<file path="src/include/tic_pkg.sv">
// shared constants and types for the time interval counter
package tic_pkg;
  localparam int unsigned CORE_HZ       = 40_000_000;
  localparam int unsigned XTAL_HZ       = 32_768;
  localparam int unsigned FRAC_HZ       = 128;
  localparam int unsigned XTAL_DIV      = CORE_HZ / XTAL_HZ;
  localparam int unsigned PRESC_DIV     = XTAL_HZ / FRAC_HZ;
  localparam int unsigned CLR_HOLD_NS_X10 = 305;
  localparam int unsigned CLR_HOLD_CYC  = (CLR_HOLD_NS_X10 * 100 + 24) / 25;

  localparam logic [7:0] ADDR_CTRL      = 8'hA1;
  localparam logic [7:0] ADDR_FRAC      = 8'hA2;
  localparam logic [7:0] ADDR_SEC       = 8'hA3;
  localparam logic [7:0] ADDR_MIN       = 8'hA4;
  localparam logic [7:0] ADDR_HOUR      = 8'hA5;
  localparam logic [7:0] ADDR_CMP       = 8'hA6;

  localparam int unsigned BIT_TIMEBASE_CLOCK_ENABLE      = 0;
  localparam int unsigned BIT_RUN       = 1;
  localparam int unsigned BIT_FLAG      = 2;
  localparam int unsigned BIT_ONESHOT   = 3;
  localparam int unsigned BIT_BASE_LO   = 4;
  localparam int unsigned BIT_RSV6      = 6;

  localparam logic [7:0] FRAC_MAX       = 8'h7F;
  localparam logic [7:0] SEC_MAX        = 8'h3B;
  localparam logic [7:0] MIN_MAX        = 8'h3B;
  localparam logic [7:0] HOUR_MAX       = 8'h17;
  localparam logic [7:0] ZERO8          = 8'h00;

  typedef enum logic [1:0] {
    BASE_FRAC,
    BASE_SEC,
    BASE_MIN,
    BASE_HOUR
  } tic_base_e;
endpackage

</file>
<file path="src/include/tic_tick_if.sv">
// timebase overflow strobes passed to the interval counter
`timescale 1ns/1ps
interface tic_tick_if;
  logic [3:0] wrap;
  modport src (output wrap);
  modport dst (input wrap);
endinterface

</file>
<file path="src/design/tic_interval.sv">
// 8-bit interval counter with compare, one-shot and auto-reload
`timescale 1ns/1ps
module tic_interval
  import tic_pkg::*;
(
  input  wire logic       core_clk,
  input  wire logic       srst,
  tic_tick_if.dst         tick,
  input  wire logic       run,
  input  wire logic       run_hold_ok,
  input  wire logic [1:0] base_sel,
  input  wire logic       one_shot,
  input  wire logic [7:0] compare,
  output logic            match,
  output logic [7:0]      count
);
  typedef struct packed {
    logic [7:0] cnt;
  } tic_iv_s;

  tic_iv_s st_r;
  tic_iv_s st_nxt;
  logic    step;

  always_comb begin
    st_nxt = st_r;
    step   = tick.wrap[base_sel];
    match  = 1'b0;
    if (!run) begin
      if (run_hold_ok) begin
        st_nxt.cnt = ZERO8;
      end
    end else if (step) begin
      if (st_r.cnt + 8'h01 == compare) begin
        match = 1'b1;
        st_nxt.cnt = ZERO8;
      end else begin
        st_nxt.cnt = st_r.cnt + 8'h01;
      end
    end
    count = st_r.cnt;
  end

  always_ff @(posedge core_clk) begin
    if (srst) begin
      st_r <= '0;
    end else begin
      st_r <= st_nxt;
    end
  end
endmodule

</file>
<file path="src/design/tic_top.sv">
// time interval counter: timebase cascade, control and register port
`timescale 1ns/1ps
module tic_top
  import tic_pkg::*;
#(
  parameter int unsigned XTAL_DIV_P  = XTAL_DIV,
  parameter int unsigned PRESC_DIV_P = PRESC_DIV
) (
  input  wire logic       core_clk,
  input  wire logic       srst,
  input  wire logic       por,
  input  wire logic [7:0] sfr_addr,
  input  wire logic       sfr_wr,
  input  wire logic [7:0] sfr_wdata,
  input  wire logic       sfr_rd,
  output logic [7:0]      sfr_rdata,
  input  wire logic       int_enable,
  output logic            int_req,
  output logic [7:0]      interval_count
);
  typedef struct packed {
    logic [15:0] xdiv;
    logic [15:0] presc;
    logic [7:0]  frac;
    logic [7:0]  sec;
    logic [7:0]  mins;
    logic [7:0]  hour;
    logic [7:0]  cmp;
    logic        timebase_clock_enable;
    logic        run;
    logic        flag;
    logic        one_shot;
    logic [1:0]  base_sel;
    logic        rsv7;
    logic        rsv6;
    logic [15:0] timebase_clock_enable_low;
    logic [15:0] run_low;
    logic [7:0]  rdata;
  } tic_top_s;

  tic_top_s   st_r;
  tic_top_s   st_nxt;
  tic_tick_if tick ();
  logic       match;
  logic [7:0] ivl_count;
  logic       tick128;
  logic       timebase_clock_enable_hold_ok;
  logic       timebase_clock_enable_clr;
  logic       run_hold_ok;
  logic [7:0] ctrl_val;

  function automatic logic [7:0] inc_wrap(input logic [7:0] v, input logic [7:0] max);
    inc_wrap = (v == max) ? ZERO8 : v + 8'h01;
  endfunction

  tic_interval u_ivl (
    .core_clk    (core_clk),
    // power-on must park the interval counter at once, not after the hold time
    .srst        (srst || por),
    .tick        (tick),
    .run         (st_r.run),
    .run_hold_ok (run_hold_ok),
    .base_sel    (st_r.base_sel),
    .one_shot    (st_r.one_shot),
    .compare     (st_r.cmp),
    .match       (match),
    .count       (ivl_count)
  );

  // clear takes effect only after enable held low for one crystal period
  assign timebase_clock_enable_hold_ok = (st_r.timebase_clock_enable_low >= 16'(CLR_HOLD_CYC));
  assign run_hold_ok  = (st_r.run_low >= 16'(CLR_HOLD_CYC));
  // single clear pulse, so time written while stopped is not wiped again;
  // a write inside the first hold period can still be lost to that pulse
  assign timebase_clock_enable_clr     = !st_r.timebase_clock_enable && (st_r.timebase_clock_enable_low == 16'(CLR_HOLD_CYC - 1));
  assign tick128 = st_r.timebase_clock_enable && (st_r.xdiv == 16'(XTAL_DIV_P - 1))
                   && (st_r.presc == 16'(PRESC_DIV_P - 1));

  always_comb begin
    ctrl_val = {st_r.rsv7, st_r.rsv6, st_r.base_sel, st_r.one_shot,
                st_r.flag, st_r.run, st_r.timebase_clock_enable};
    tick.wrap[0] = tick128;
    tick.wrap[1] = tick128 && st_r.frac == FRAC_MAX;
    tick.wrap[2] = tick.wrap[1] && st_r.sec == SEC_MAX;
    tick.wrap[3] = tick.wrap[2] && st_r.mins == MIN_MAX;
    st_nxt = st_r;
    st_nxt.timebase_clock_enable_low = (st_r.timebase_clock_enable || timebase_clock_enable_hold_ok) ? st_r.timebase_clock_enable_low : st_r.timebase_clock_enable_low + 16'h0001;
    if (st_r.timebase_clock_enable) st_nxt.timebase_clock_enable_low = 16'h0000;
    st_nxt.run_low = st_r.run ? 16'h0000
                   : (run_hold_ok ? st_r.run_low : st_r.run_low + 16'h0001);
    if (st_r.timebase_clock_enable) begin
      // crystal rate is emulated by a core-clock divider
      st_nxt.xdiv = (st_r.xdiv == 16'(XTAL_DIV_P - 1)) ? 16'h0000 : st_r.xdiv + 16'h0001;
      if (st_r.xdiv == 16'(XTAL_DIV_P - 1)) begin
        st_nxt.presc = (st_r.presc == 16'(PRESC_DIV_P - 1)) ? 16'h0000
                       : st_r.presc + 16'h0001;
      end
      if (tick.wrap[0]) st_nxt.frac = inc_wrap(st_r.frac, FRAC_MAX);
      if (tick.wrap[1]) st_nxt.sec  = inc_wrap(st_r.sec, SEC_MAX);
      if (tick.wrap[2]) st_nxt.mins = inc_wrap(st_r.mins, MIN_MAX);
      if (tick.wrap[3]) st_nxt.hour = inc_wrap(st_r.hour, HOUR_MAX);
    end else if (timebase_clock_enable_clr) begin
      st_nxt.xdiv  = 16'h0000;
      st_nxt.presc = 16'h0000;
      st_nxt.frac  = ZERO8;
      st_nxt.sec   = ZERO8;
      st_nxt.mins  = ZERO8;
      st_nxt.hour  = ZERO8;
    end
    if (sfr_wr) begin
      unique case (sfr_addr)
        ADDR_CTRL: begin
          st_nxt.timebase_clock_enable     = sfr_wdata[BIT_TIMEBASE_CLOCK_ENABLE];
          st_nxt.run      = sfr_wdata[BIT_RUN];
          st_nxt.flag     = sfr_wdata[BIT_FLAG];
          st_nxt.one_shot = sfr_wdata[BIT_ONESHOT];
          st_nxt.base_sel = sfr_wdata[BIT_BASE_LO +: 2];
          st_nxt.rsv6     = sfr_wdata[BIT_RSV6];
          st_nxt.rsv7     = sfr_wdata[BIT_RSV6 + 1];
        end
        ADDR_FRAC: if (!st_r.timebase_clock_enable) st_nxt.frac = sfr_wdata;
        ADDR_SEC:  if (!st_r.timebase_clock_enable) st_nxt.sec  = sfr_wdata;
        ADDR_MIN:  if (!st_r.timebase_clock_enable) st_nxt.mins = sfr_wdata;
        ADDR_HOUR: if (!st_r.timebase_clock_enable) st_nxt.hour = sfr_wdata;
        ADDR_CMP:  st_nxt.cmp = sfr_wdata;
        default: ;
      endcase
    end
    // hardware set beats a same-cycle software clear
    if (match && st_r.run) begin
      st_nxt.flag = 1'b1;
      if (st_r.one_shot) st_nxt.run = 1'b0;
    end
    unique case (sfr_addr)
      ADDR_CTRL: st_nxt.rdata = ctrl_val;
      ADDR_FRAC: st_nxt.rdata = st_r.frac;
      ADDR_SEC:  st_nxt.rdata = st_r.sec;
      ADDR_MIN:  st_nxt.rdata = st_r.mins;
      ADDR_HOUR: st_nxt.rdata = st_r.hour;
      ADDR_CMP:  st_nxt.rdata = st_r.cmp;
      default:   st_nxt.rdata = ZERO8;
    endcase
    if (!sfr_rd) st_nxt.rdata = st_r.rdata;
  end

  always_ff @(posedge core_clk) begin
    if (por) begin
      st_r <= '0;
    end else if (srst) begin
      st_r.cmp      <= ZERO8;
      st_r.run      <= 1'b0;
      st_r.flag     <= 1'b0;
      st_r.one_shot <= 1'b0;
      st_r.base_sel <= 2'b00;
      st_r.rsv6     <= 1'b0;
      st_r.rsv7     <= 1'b0;
      st_r.run_low  <= 16'h0000;
      st_r.timebase_clock_enable_low <= 16'h0000;
      st_r.rdata    <= ZERO8;
      st_r.xdiv     <= st_r.xdiv;
      st_r.presc    <= st_r.presc;
      if (!st_r.timebase_clock_enable) begin
        st_r.frac <= ZERO8;
        st_r.sec  <= ZERO8;
        st_r.mins <= ZERO8;
        st_r.hour <= ZERO8;
      end
    end else begin
      st_r <= st_nxt;
    end
  end

  assign int_req        = st_r.flag && int_enable;
  assign sfr_rdata      = st_r.rdata;
  assign interval_count = ivl_count;
endmodule

</file>
<file path="config.mk">
export PLATFORM = sky130hd
export DESIGN_NAME = tic_top
export DESIGN_NICKNAME = d
export VERILOG_FILES = /design/src/include/tic_pkg.sv /design/src/include/tic_tick_if.sv /design/src/design/tic_interval.sv /design/src/design/tic_top.sv
export SDC_FILE = /design/constraint.sdc
export NUM_CORES = 1
export LEC_CHECK = 0
export BUFFER_PORTS_ARGS = -buffer_cell sky130_fd_sc_hd__buf_2
export CORE_MARGIN = 8
export CORE_UTILIZATION = 55
export DETAILED_ROUTE_END_ITERATION = 10
export PLACE_DENSITY_LB_ADDON = 0.12
export SLEW_MARGIN = 0
export SYNTH_ARGS = -nofsm -noshare
export SYNTH_HDL_FRONTEND = slang
export SYNTH_SLANG_ARGS = --single-unit
</file>
<file path="constraint.sdc">
create_clock -name core_clk -period 2.71 [get_ports core_clk]
set_input_delay 0.4065 -clock core_clk [delete_from_list [all_inputs] [get_ports core_clk]]
set_output_delay 0.4065 -clock core_clk [all_outputs]
set_load 0.02 [all_outputs]
</file>
# Word-level counts from Yosys, hierarchy flattened

Cells that the tools add are included.

Logic and storage cells: 111
Input bits: 22
Register bits after elaboration: 128
Output and inout port bits: 17

Reduce and logical (&&, ||, !) cells: 25
Mux-type cells: 38
Order comparisons: 3
Bitwise operators: 1
Eq/ne operators: 17
Add/subtract/negate cells: 9

Operator list:

| operator                                                                              | count |
|---|---|
| 8-bit 2-to-1 mux                                                                      | 22 |
| 64-bit 2-to-1 mux                                                                     | 2 |
| 16-bit by 1-bit adder with 16-bit output, second input constant                       | 4 |
| 8-bit equality test, second input constant                                            | 6 |
| 16-bit 2-to-1 mux                                                                     | 3 |
| 48-bit 2-to-1 mux                                                                     | 1 |
| 8-bit case mux with 6 select lines                                                    | 1 |
| 8-bit by 1-bit adder with 8-bit output, second input constant                         | 5 |
| 40-bit 2-to-1 mux                                                                     | 1 |
| 16-bit by 11-bit equality test with 1-bit output, second input constant               | 2 |
| 16-bit by 11-bit greater-or-equal comparator with 1-bit output, second input constant | 2 |
| 32-bit 2-to-1 mux                                                                     | 1 |
| 16-bit by 8-bit equality test with 1-bit output, second input constant                | 1 |
| 8-bit by 6-bit equality test with 1-bit output, second input constant                 | 2 |
| 2-bit AND reduction                                                                   | 5 |
| 8-bit by 5-bit equality test with 1-bit output, second input constant                 | 1 |
| 8-bit by 7-bit equality test with 1-bit output, second input constant                 | 1 |
| 8-bit equality test                                                                   | 1 |
| 1-bit logical AND                                                                     | 8 |
| 2-bit nonzero test                                                                    | 4 |
| 3-bit AND reduction                                                                   | 2 |
| 3-bit OR reduction                                                                    | 2 |
| 1-bit 2-to-1 mux                                                                      | 5 |
| 2-bit by 1-bit inequality test with 1-bit output, second input constant               | 2 |
| 8 further kinds                                                                       | 9 |

# Longest topological paths before layout

Gate-level depths: netlist (run 1).

Depth in word-level cells: 13
Gate-level depth with buffers: 10

# Hierarchy

A second synthesis (run 1) with hierarchy kept.

Cell total of the unflattened synthesis: 983
Area total of the unflattened synthesis: 7661.1 um2

By module, submodules not included:

| module       | times used | cells each | sequential area each (um2) | area each (um2) |
|---|---|---|---|---|
| tic_top      | 1          | 898        | 2402.3                     | 6994.2 |
| tic_interval | 1          | 85         | 160.2                      | 666.9 |

# Worst setup path before layout (run 1)

Ideal clock, no wire load.

Kind: reg-to-reg
From: reg st_r[72] (netlist bit)
To: reg st_r[60] (netlist bit)
Path slack: 0.123 ns
Cell stages (with the launch flop): 10
Path buffers: 2
Library setup time: 0.128 ns
Data arrival time: 2.459 ns
Required time: 2.582 ns
Clock period less this slack: 2.587 ns
Cell sequence: dfxtp_1 ha_1 nand4_1 or4_1 buf_2 or4_4 buf_6 o41a_1 a31oi_1 o211ai_1

Cells in the longest elaborated chain, start to end: 9

Ends and longest elaborated chain:

| element                                            | RTL line       | RTL |
|---|---|---|
| from (decl)                                        | tic_top.sv:41  | `tic_top_s st_r;` |
| from (signal assigned)                             | tic_top.sv:169 | `st_r <= st_nxt;` |
| 8-bit by 6-bit equality test with 1-bit output (*) | tic_top.sv:84  | `tick.wrap[2] = tick.wrap[1] && st_r.sec == SEC_MAX;` |
| 1-bit logical AND (*)                              | tic_top.sv:84  |  |
| 1-bit logical AND (*)                              | tic_top.sv:85  | `tick.wrap[3] = tick.wrap[2] && st_r.mins == MIN_MAX;` |
| 8-bit 2-to-1 mux (*)                               | tic_top.sv:101 | `if (tick.wrap[3]) st_nxt.hour = inc_wrap(st_r.hour, HOUR_MAX);` |
| 64-bit 2-to-1 mux (*)                              | tic_top.sv:91  | `if (st_r.timebase_clock_enable) begin` |
| 8-bit 2-to-1 mux                                   | tic_top.sv:124 | `ADDR_HOUR: if (!st_r.timebase_clock_enable) st_nxt.hour = sfr_wdata;` |
| 8-bit 2-to-1 mux                                   | tic_top.sv:111 | `unique case (sfr_addr)` |
| 48-bit 2-to-1 mux (*)                              | tic_top.sv:110 | `if (sfr_wr) begin` |
| 40-bit 2-to-1 mux (*)                              | tic_top.sv:149 | `end else if (srst) begin` |

Every way passes the cells marked *; elsewhere a longest branch is shown, timed or not. The select of a mux whose other input is x is not followed.
A chain may end at the register's enable or synchronous reset.

# Final worst setup path (run 1)

From: reg st_r[104] (netlist bit)
To: reg st_r[60] (netlist bit)

Cells in the longest elaborated chain, start to end: 12

Ends and longest elaborated chain:

| element                                              | RTL line       | RTL |
|---|---|---|
| 16-bit by 11-bit equality test with 1-bit output (*) | tic_top.sv:76  | `assign tick128 = st_r.timebase_clock_enable && (st_r.xdiv == 16'(XTAL_DIV_P - 1))` |
| 1-bit logical AND (*)                                | tic_top.sv:76  |  |
| 1-bit logical AND (*)                                | tic_top.sv:77  | `&& (st_r.presc == 16'(PRESC_DIV_P - 1));` |
| 1-bit logical AND (*)                                | tic_top.sv:83  | `tick.wrap[1] = tick128 && st_r.frac == FRAC_MAX;` |
| 1-bit logical AND (*)                                | tic_top.sv:84  |  |
| 1-bit logical AND (*)                                | tic_top.sv:85  |  |
| 8-bit 2-to-1 mux (*)                                 | tic_top.sv:101 |  |
| 64-bit 2-to-1 mux (*)                                | tic_top.sv:91  |  |
| 8-bit 2-to-1 mux                                     | tic_top.sv:124 |  |
| 8-bit 2-to-1 mux                                     | tic_top.sv:111 |  |
| 48-bit 2-to-1 mux (*)                                | tic_top.sv:110 |  |
| 40-bit 2-to-1 mux (*)                                | tic_top.sv:149 |  |

Marks and branches as above.

==> impl_metrics.toml, run 1 <==
[detailed_routing]
num_vias = 7586
drt_wl_total_mm = 23.97
antenna_left = 0
vias_per_cell = 6.489
first_pass_iters = 6
drcViolationCount = 0
first_iter_violations = 807
routedWlPerCell_um = 20.50

[sta]
slew_headroom = 0.4948
worst_pin_slew_ps = 752.1
hold_violations = 0
max_freq_mhz = 380.7
layout_min_cycle_time_ps = 2627
finalSetupViolations = 0
fin_skew_ps = 7.852
slew_viol_final = 0
period_share = 0.9693
grt_setup_unrepaired = "no"
tns_ps = 0

[global_route]
grt.overflow.total = 0
grt_use_met2 = 0.4230
grt_max_degree = 40
grt_usage = 0.2708
grt_pass1_vias = 7234
antenna_found_initial = 0
grt_use_met3 = 0.07965
top_usage_layer = "met2"
grtUsageMet1 = 0.3379
grt_pass1_wl_mm = 38.13

[floorplanning]
die_area_mm2 = 0.01740
die_y_um = 131.9
core_mm2 = 0.01319
fp.dieW_um = 131.9
rows = 42
io_pins = 39
initial_core_util = 0.5600

[layout]
final_common_cell = "dfxtp_1"
final_cell_mix = "dfxtp_1, nor2_1, nand2_1"
register_area_mm2 = 0.002562
n_fill_cell = 1174
multi_input_area_mm2 = 0.004547
finish.utilization = 0.6464
fin_nets = 1013
fin_area_mm2 = 0.008526
n_antenna_cell = 0
syn_to_final_growth_pct = 15.41
drive_gt1_frac = 0.1360

[min_path]
min_path_type = "in2reg"
worstHoldStart = "sfr_wdata[2]"

[flow_run]
maxCapViolCount = 0

[critical_path]
cp_cell_sequence = "ha_1 > nor4bb_1 > nand4_1 > or4_4 > o41a_1 > a31oi_1 > o211ai_1"
max_stage_delay_ps = 550
worstSetupStartpointType = "flop"
critPathCaptureType = "flop"
ff2ff_setup_slack_ps = 80
startpoint = "st_r[104]"
crit_path_top_delay_cell = "or4_4"
r2r-start = "st_r[104]"
crit_type = "reg2reg"
critical_path.max_fanout = 7
arrival_ps = 2930
worstPathRequired_ps = 3010

[cts]
cts_tree = "done"
postCtsHoldBufs = 0
cts-root-buf = "clkbuf_16"
clock_sinks = 128
insertion_delay_ps = 430
numCtsBuffers = 17
clk_pin_slew_ps = 60
clock_path_buffers = 2
cts_max_level = 4

[yosys]
synth_area_mm2 = 0.007387
synth_seq_cells = 128
postSynth.asyncResetShare = 0
synth_cells = 934
synth-edff-count = 0
ys_seq_area_frac = 0.3469
ys.flop_type = "dfxtp_1"
synth_nets = 967
synth_cell_types = 73
syn_area_per_cell_um2 = 7.909
yosysWarnings = 0

[pwr]
vdd_drop_max_mv = 0.5172
p_leak_uw = 0.003143
p_per_area_mw_per_mm2 = 516.0
p_total_uw = 4399

[placed_design]
routabilityCongestion = 0.9670
placed_cell_area_mm2 = 0.007926
dpl.hpwl_mm = 16.87
io_buffers = 38

[outcome]
status = "completed"
-- flip-flops by register name, indices dropped and copies added (netlist names) --
| register | count |
|---|---|
| ctrl_val | 8 |
| sfr_rdata | 8 |
| st_r | 104 |
| u_ivl.count | 8 |
-- stage by stage --
step,setup slack (ps),hold slack (ps),instances
global placement,192.2,433.7,1137
detailed placement,154.9,435.4,1137
global route,2.058,282.3,1169
CTS,155.0,258.8,1169
floorplan,122.8,420.5,934
finish,83.11,278.7,1169
-- worst paths after layout --
kind	to	cells past startpoint
setup reg to reg	st_r[60]	7
hold reg to reg	st_r[19]	1
setup / recovery	st_r[60]	7
hold / removal	st_r[50]	3
-- critical path, delay by kind of cell (launching register included) --
kind | cells | cell delay [ps]
AOI/OAI and AO/OA | 3 | 660
adders and majority gates | 1 | 310
DFF | 1 | 400
and+or+nand+nor | 3 | 1150
-- routing by layer --
layer  part of all wire  wire length (µm)
met5                  0                 0
met3              0.094              2252
met2               0.45             10820
met4              0.031               741
met1               0.42             10160
-- what timing repair did --
item,4_1_cts,5_1_grt
resized for setup,0,3
setup endpoints to repair,0,4
buffers inserted,0,0
-- layout make-up --
class / instances / area share
inverters: 15 / 0.006604
clock buffers: 18 / 0.05034
multi-input cells: 735 / 0.5333
repair buffers: 83 / 0.06487
clock inverters: 14 / 0.01849
well taps: 176 / 0.02583
flip-flops and latches: 128 / 0.3006
-- kinds of logic (layout without fill, tap and decap cells) --
group,Yosys count,count (layout),synth area share
fa+ha+maj,11,11,0.01863
simple gates,410,410,0.2905
flops,128,128,0.3469
compound gates,233,233,0.2019
buf+inv,71,130,0.04200
xor+xnor,60,60,0.07114
mux,21,21,0.02896
-- power breakdown --
group,internal (µW),total (µW),switching [µW]
Clock,1370,2290,921
Sequential,1900,1910,14.7
Combinational,61.2,202,141
-- cell usage after synthesis (4+ instances only) --
master | instances | share of area
o31ai_1 | 7 | 0.0071
o211ai_1 | 9 | 0.0091
and2_1 | 17 | 0.014
clkbuf_1 | 39 | 0.020
o21ai_0 | 45 | 0.030
dfxtp_1 | 128 | 0.35
a21oi_1 | 63 | 0.043
nor4_1 | 14 | 0.012
a211oi_1 | 7 | 0.0071
xnor2_1 | 24 | 0.028
xor2_1 | 36 | 0.043
or3_1 | 5 | 0.0042
a221oi_1 | 8 | 0.0095
ha_1 | 11 | 0.019
a41oi_1 | 6 | 0.0071
a32oi_1 | 5 | 0.0059
a22o_1 | 12 | 0.014
nor4_2 | 4 | 0.0068
nor2b_1 | 6 | 0.0051
a31oi_1 | 7 | 0.0059
o21ai_1 | 22 | 0.015
nand4_1 | 34 | 0.029
nand2b_1 | 5 | 0.0042
and3_1 | 30 | 0.025
mux2i_1 | 18 | 0.024
a21o_1 | 7 | 0.0071
o2bb2ai_1 | 4 | 0.0047
or4_1 | 8 | 0.0081
nand2_1 | 86 | 0.044
nand3_1 | 57 | 0.039
nor2_1 | 91 | 0.046
buf_4 | 8 | 0.0081
and4_1 | 9 | 0.011
inv_1 | 14 | 0.0071
nor3_1 | 22 | 0.015
buf_2 | 5 | 0.0034
Note: power is estimated with default switching activity, not from simulation.
==> inputs of run 2 (changes only) <==
--- a/config.mk
+++ b/config.mk
@@ -15,2 +15,3 @@
 export SYNTH_HDL_FRONTEND = slang
 export SYNTH_SLANG_ARGS = --single-unit
+export TNS_END_PERCENT = 10
==> constraint.sdc (replaced) <==
create_clock -name core_clk -period 2.71 [get_ports core_clk]
set_input_delay 0.542 -clock core_clk [delete_from_list [all_inputs] [get_ports core_clk]]
set_output_delay 0.542 -clock core_clk [all_outputs]
set_load 0.02 [all_outputs]
==> run 2 against run 1 <==
Compared with the run above: worst setup slack improved by 18 ps; critical path depth increased by 1; cell area barely moved; critical endpoint is now st_r[98]; clock-buffer cell count up 2; critical path type unchanged; combinational power is 2% lower; wire length rose by 0.65%; first-iteration DRC count increased by 1.4%; cell count up 0.26%; largest power group unchanged.
==> impl_metrics.toml, run 2 (synthesis gave the netlist of run 1 again) <==
[critical_path]
critPathTopFamily = "simple AND/OR/NAND/NOR gates"
crit_path_top_delay_cell = "o22ai_1"
critical_path.max_fanout = 7
crit_type = "reg2reg"
worstSetupStartpointType = "flop"
max_stage_delay_ps = 470
worstPathRequired_ps = 3030
critPathCaptureType = "flop"
cp_cell_sequence = "ha_1 > nor3b_1 > nand4_1 > buf_4 > o22ai_1 > nand4_1 > xor2_1 > nor2_1"
crit_top_cell = "nand4_1"
path_buf_inv = 1
arrival_ps = 2920

[detailed_routing]
drcViolationCount = 0
antenna_left = 0
drt_wl_total_mm = 24.12
vias_per_cell = 6.509
first_iter_violations = 818
routedWlPerCell_um = 20.58
num_vias = 7629
first_pass_iters = 5

[outcome]
status = "completed"

[sta]
whs_ps = 422.2
max_freq_mhz = 383.4
fin_skew_ps = 9.447
period_share = 0.9625
hold_violations = 0
layout_min_cycle_time_ps = 2608
grt_setup_unrepaired = "yes"
worst_pin_slew_ps = 677.7
slew_headroom = 0.5447
tns_ps = 0
finalSetupViolations = 0
slew_viol_final = 0

[layout]
fin_nets = 1016
n_fill_cell = 1189
finalNonFillerCells = 1172
largest_register_ffs = 104
final_common_cell = "dfxtp_1"
n_antenna_cell = 0
top_register = "st_r"
drive_gt1_frac = 0.1406
final_cell_mix = "dfxtp_1, nor2_1, nand2_1"
finish.utilization = 0.6460
syn_to_final_growth_pct = 15.35

[cts]
cts_resized = 0
insertion_delay_ps = 440
numCtsBuffers = 17
clock_path_buffers = 2
cts_setup_buffers = 0
clock_sinks = 128
postCtsHoldBufs = 0
cts_tree = "done"
cts-root-buf = "clkbuf_16"
cts_max_level = 4
clk_pin_slew_ps = 60

[floorplanning]
die_area_mm2 = 0.01740
initial_core_util = 0.5600
core_mm2 = 0.01319
die_y_um = 131.9
rows = 42
io_pins = 39
fp.dieW_um = 131.9

[pwr]
p_leak_uw = 0.003154
vdd_drop_max_mv = 0.4104
p_per_area_mw_per_mm2 = 518.7

[global_route]
grt_usage = 0.2728
antenna_found_initial = 0
grt_pass1_vias = 7104
grt.overflow.total = 0
grt_max_degree = 40
grt_pass1_wl_mm = 38.38

[min_path]
min_path_type = "in2reg"

[placed_design]
io_buffers = 38
dp_cells = 1140
routabilityCongestion = 0.9846
dpl.hpwl_mm = 17.09

[flow_run]
maxCapViolCount = 0
[run 2: changes by cell type in the layout (fill, tap and decap cells not counted), moves of 2 or more]
| cell | previous run | this run |
|---|---|---|
| a21o_1 | 7 | 5 |
| clkinv_2 | 1 | 3 |
| buf_4 | 43 | 48 |
| clkbuf_8 | 0 | 2 |
| clkinvlp_4 | 5 | 2 |
| a21o_2 | 0 | 2 |
| inv_6 | 3 | 1 |
| buf_12 | 2 | 0 |
| clkinv_4 | 2 | 4 |
[run 2: stage by stage]
step	setup slack [ps]	total power (µW)	area (µm²)
2_1_floorplan	122.8	2065	7387
3_3_place_gp	195.9	2137	7924
3_5_place_dp	147.8	2141	7924
4_1_cts	147.5	4424	8514
5_1_grt	-60.00	4532	8521
6_report	101.5	4420	8521
[run 2: routing by layer]
| layer | up-vias | wire length (µm) | global-route usage |
|---|---|---|---|
| met5 | - | 0 | 0 |
| met4 | 0 | 796 | 0.1219 |
| met3 | 68 | 2138 | 0.06136 |
| met2 | 389 | 10910 | 0.4165 |
| met1 | 3617 | 10280 | 0.3596 |
| li1 | 3555 | - | - |
[run 2: final timing paths]
check	start	cells past startpoint	slack, ps	endpoint
worst max-delay path	st_r[104]	8	100	st_r[98]
worst min-delay path	sfr_wdata[2]	3	420	st_r[50]
worst max register to register	st_r[104]	8	100	st_r[98]
worst min register to register	st_r[22]	1	460	st_r[22]
[run 2: layout make-up]
| cell class | instances | area, µm² | share of cell area |
|---|---|---|---|
| multi-input cells | 735 | 4541 | 0.5329 |
| flip-flops and latches | 128 | 2562 | 0.3007 |
| repair buffers | 86 | 550.5 | 0.06461 |
| clock buffers | 20 | 456.7 | 0.05360 |
| well taps | 176 | 220.2 | 0.02584 |
| clock inverters | 12 | 133.9 | 0.01571 |
| inverters | 15 | 56.30 | 0.006608 |
[run 2: power by group]
group / total, µW / leakage [µW] / internal (µW) / switching, µW
logic: 198 / 0.00184 / 57.9 / 140
clock network: 2310 / 0.000286 / 1400 / 908
registers: 1910 / 0.00103 / 1900 / 15.3
total: 4420 / 0.00315 / 3360 / 1060
[run 2: worst min-delay path, stage by stage]
cell	delay, ps
buf_2	130
nand3_1	80
a21oi_1	60
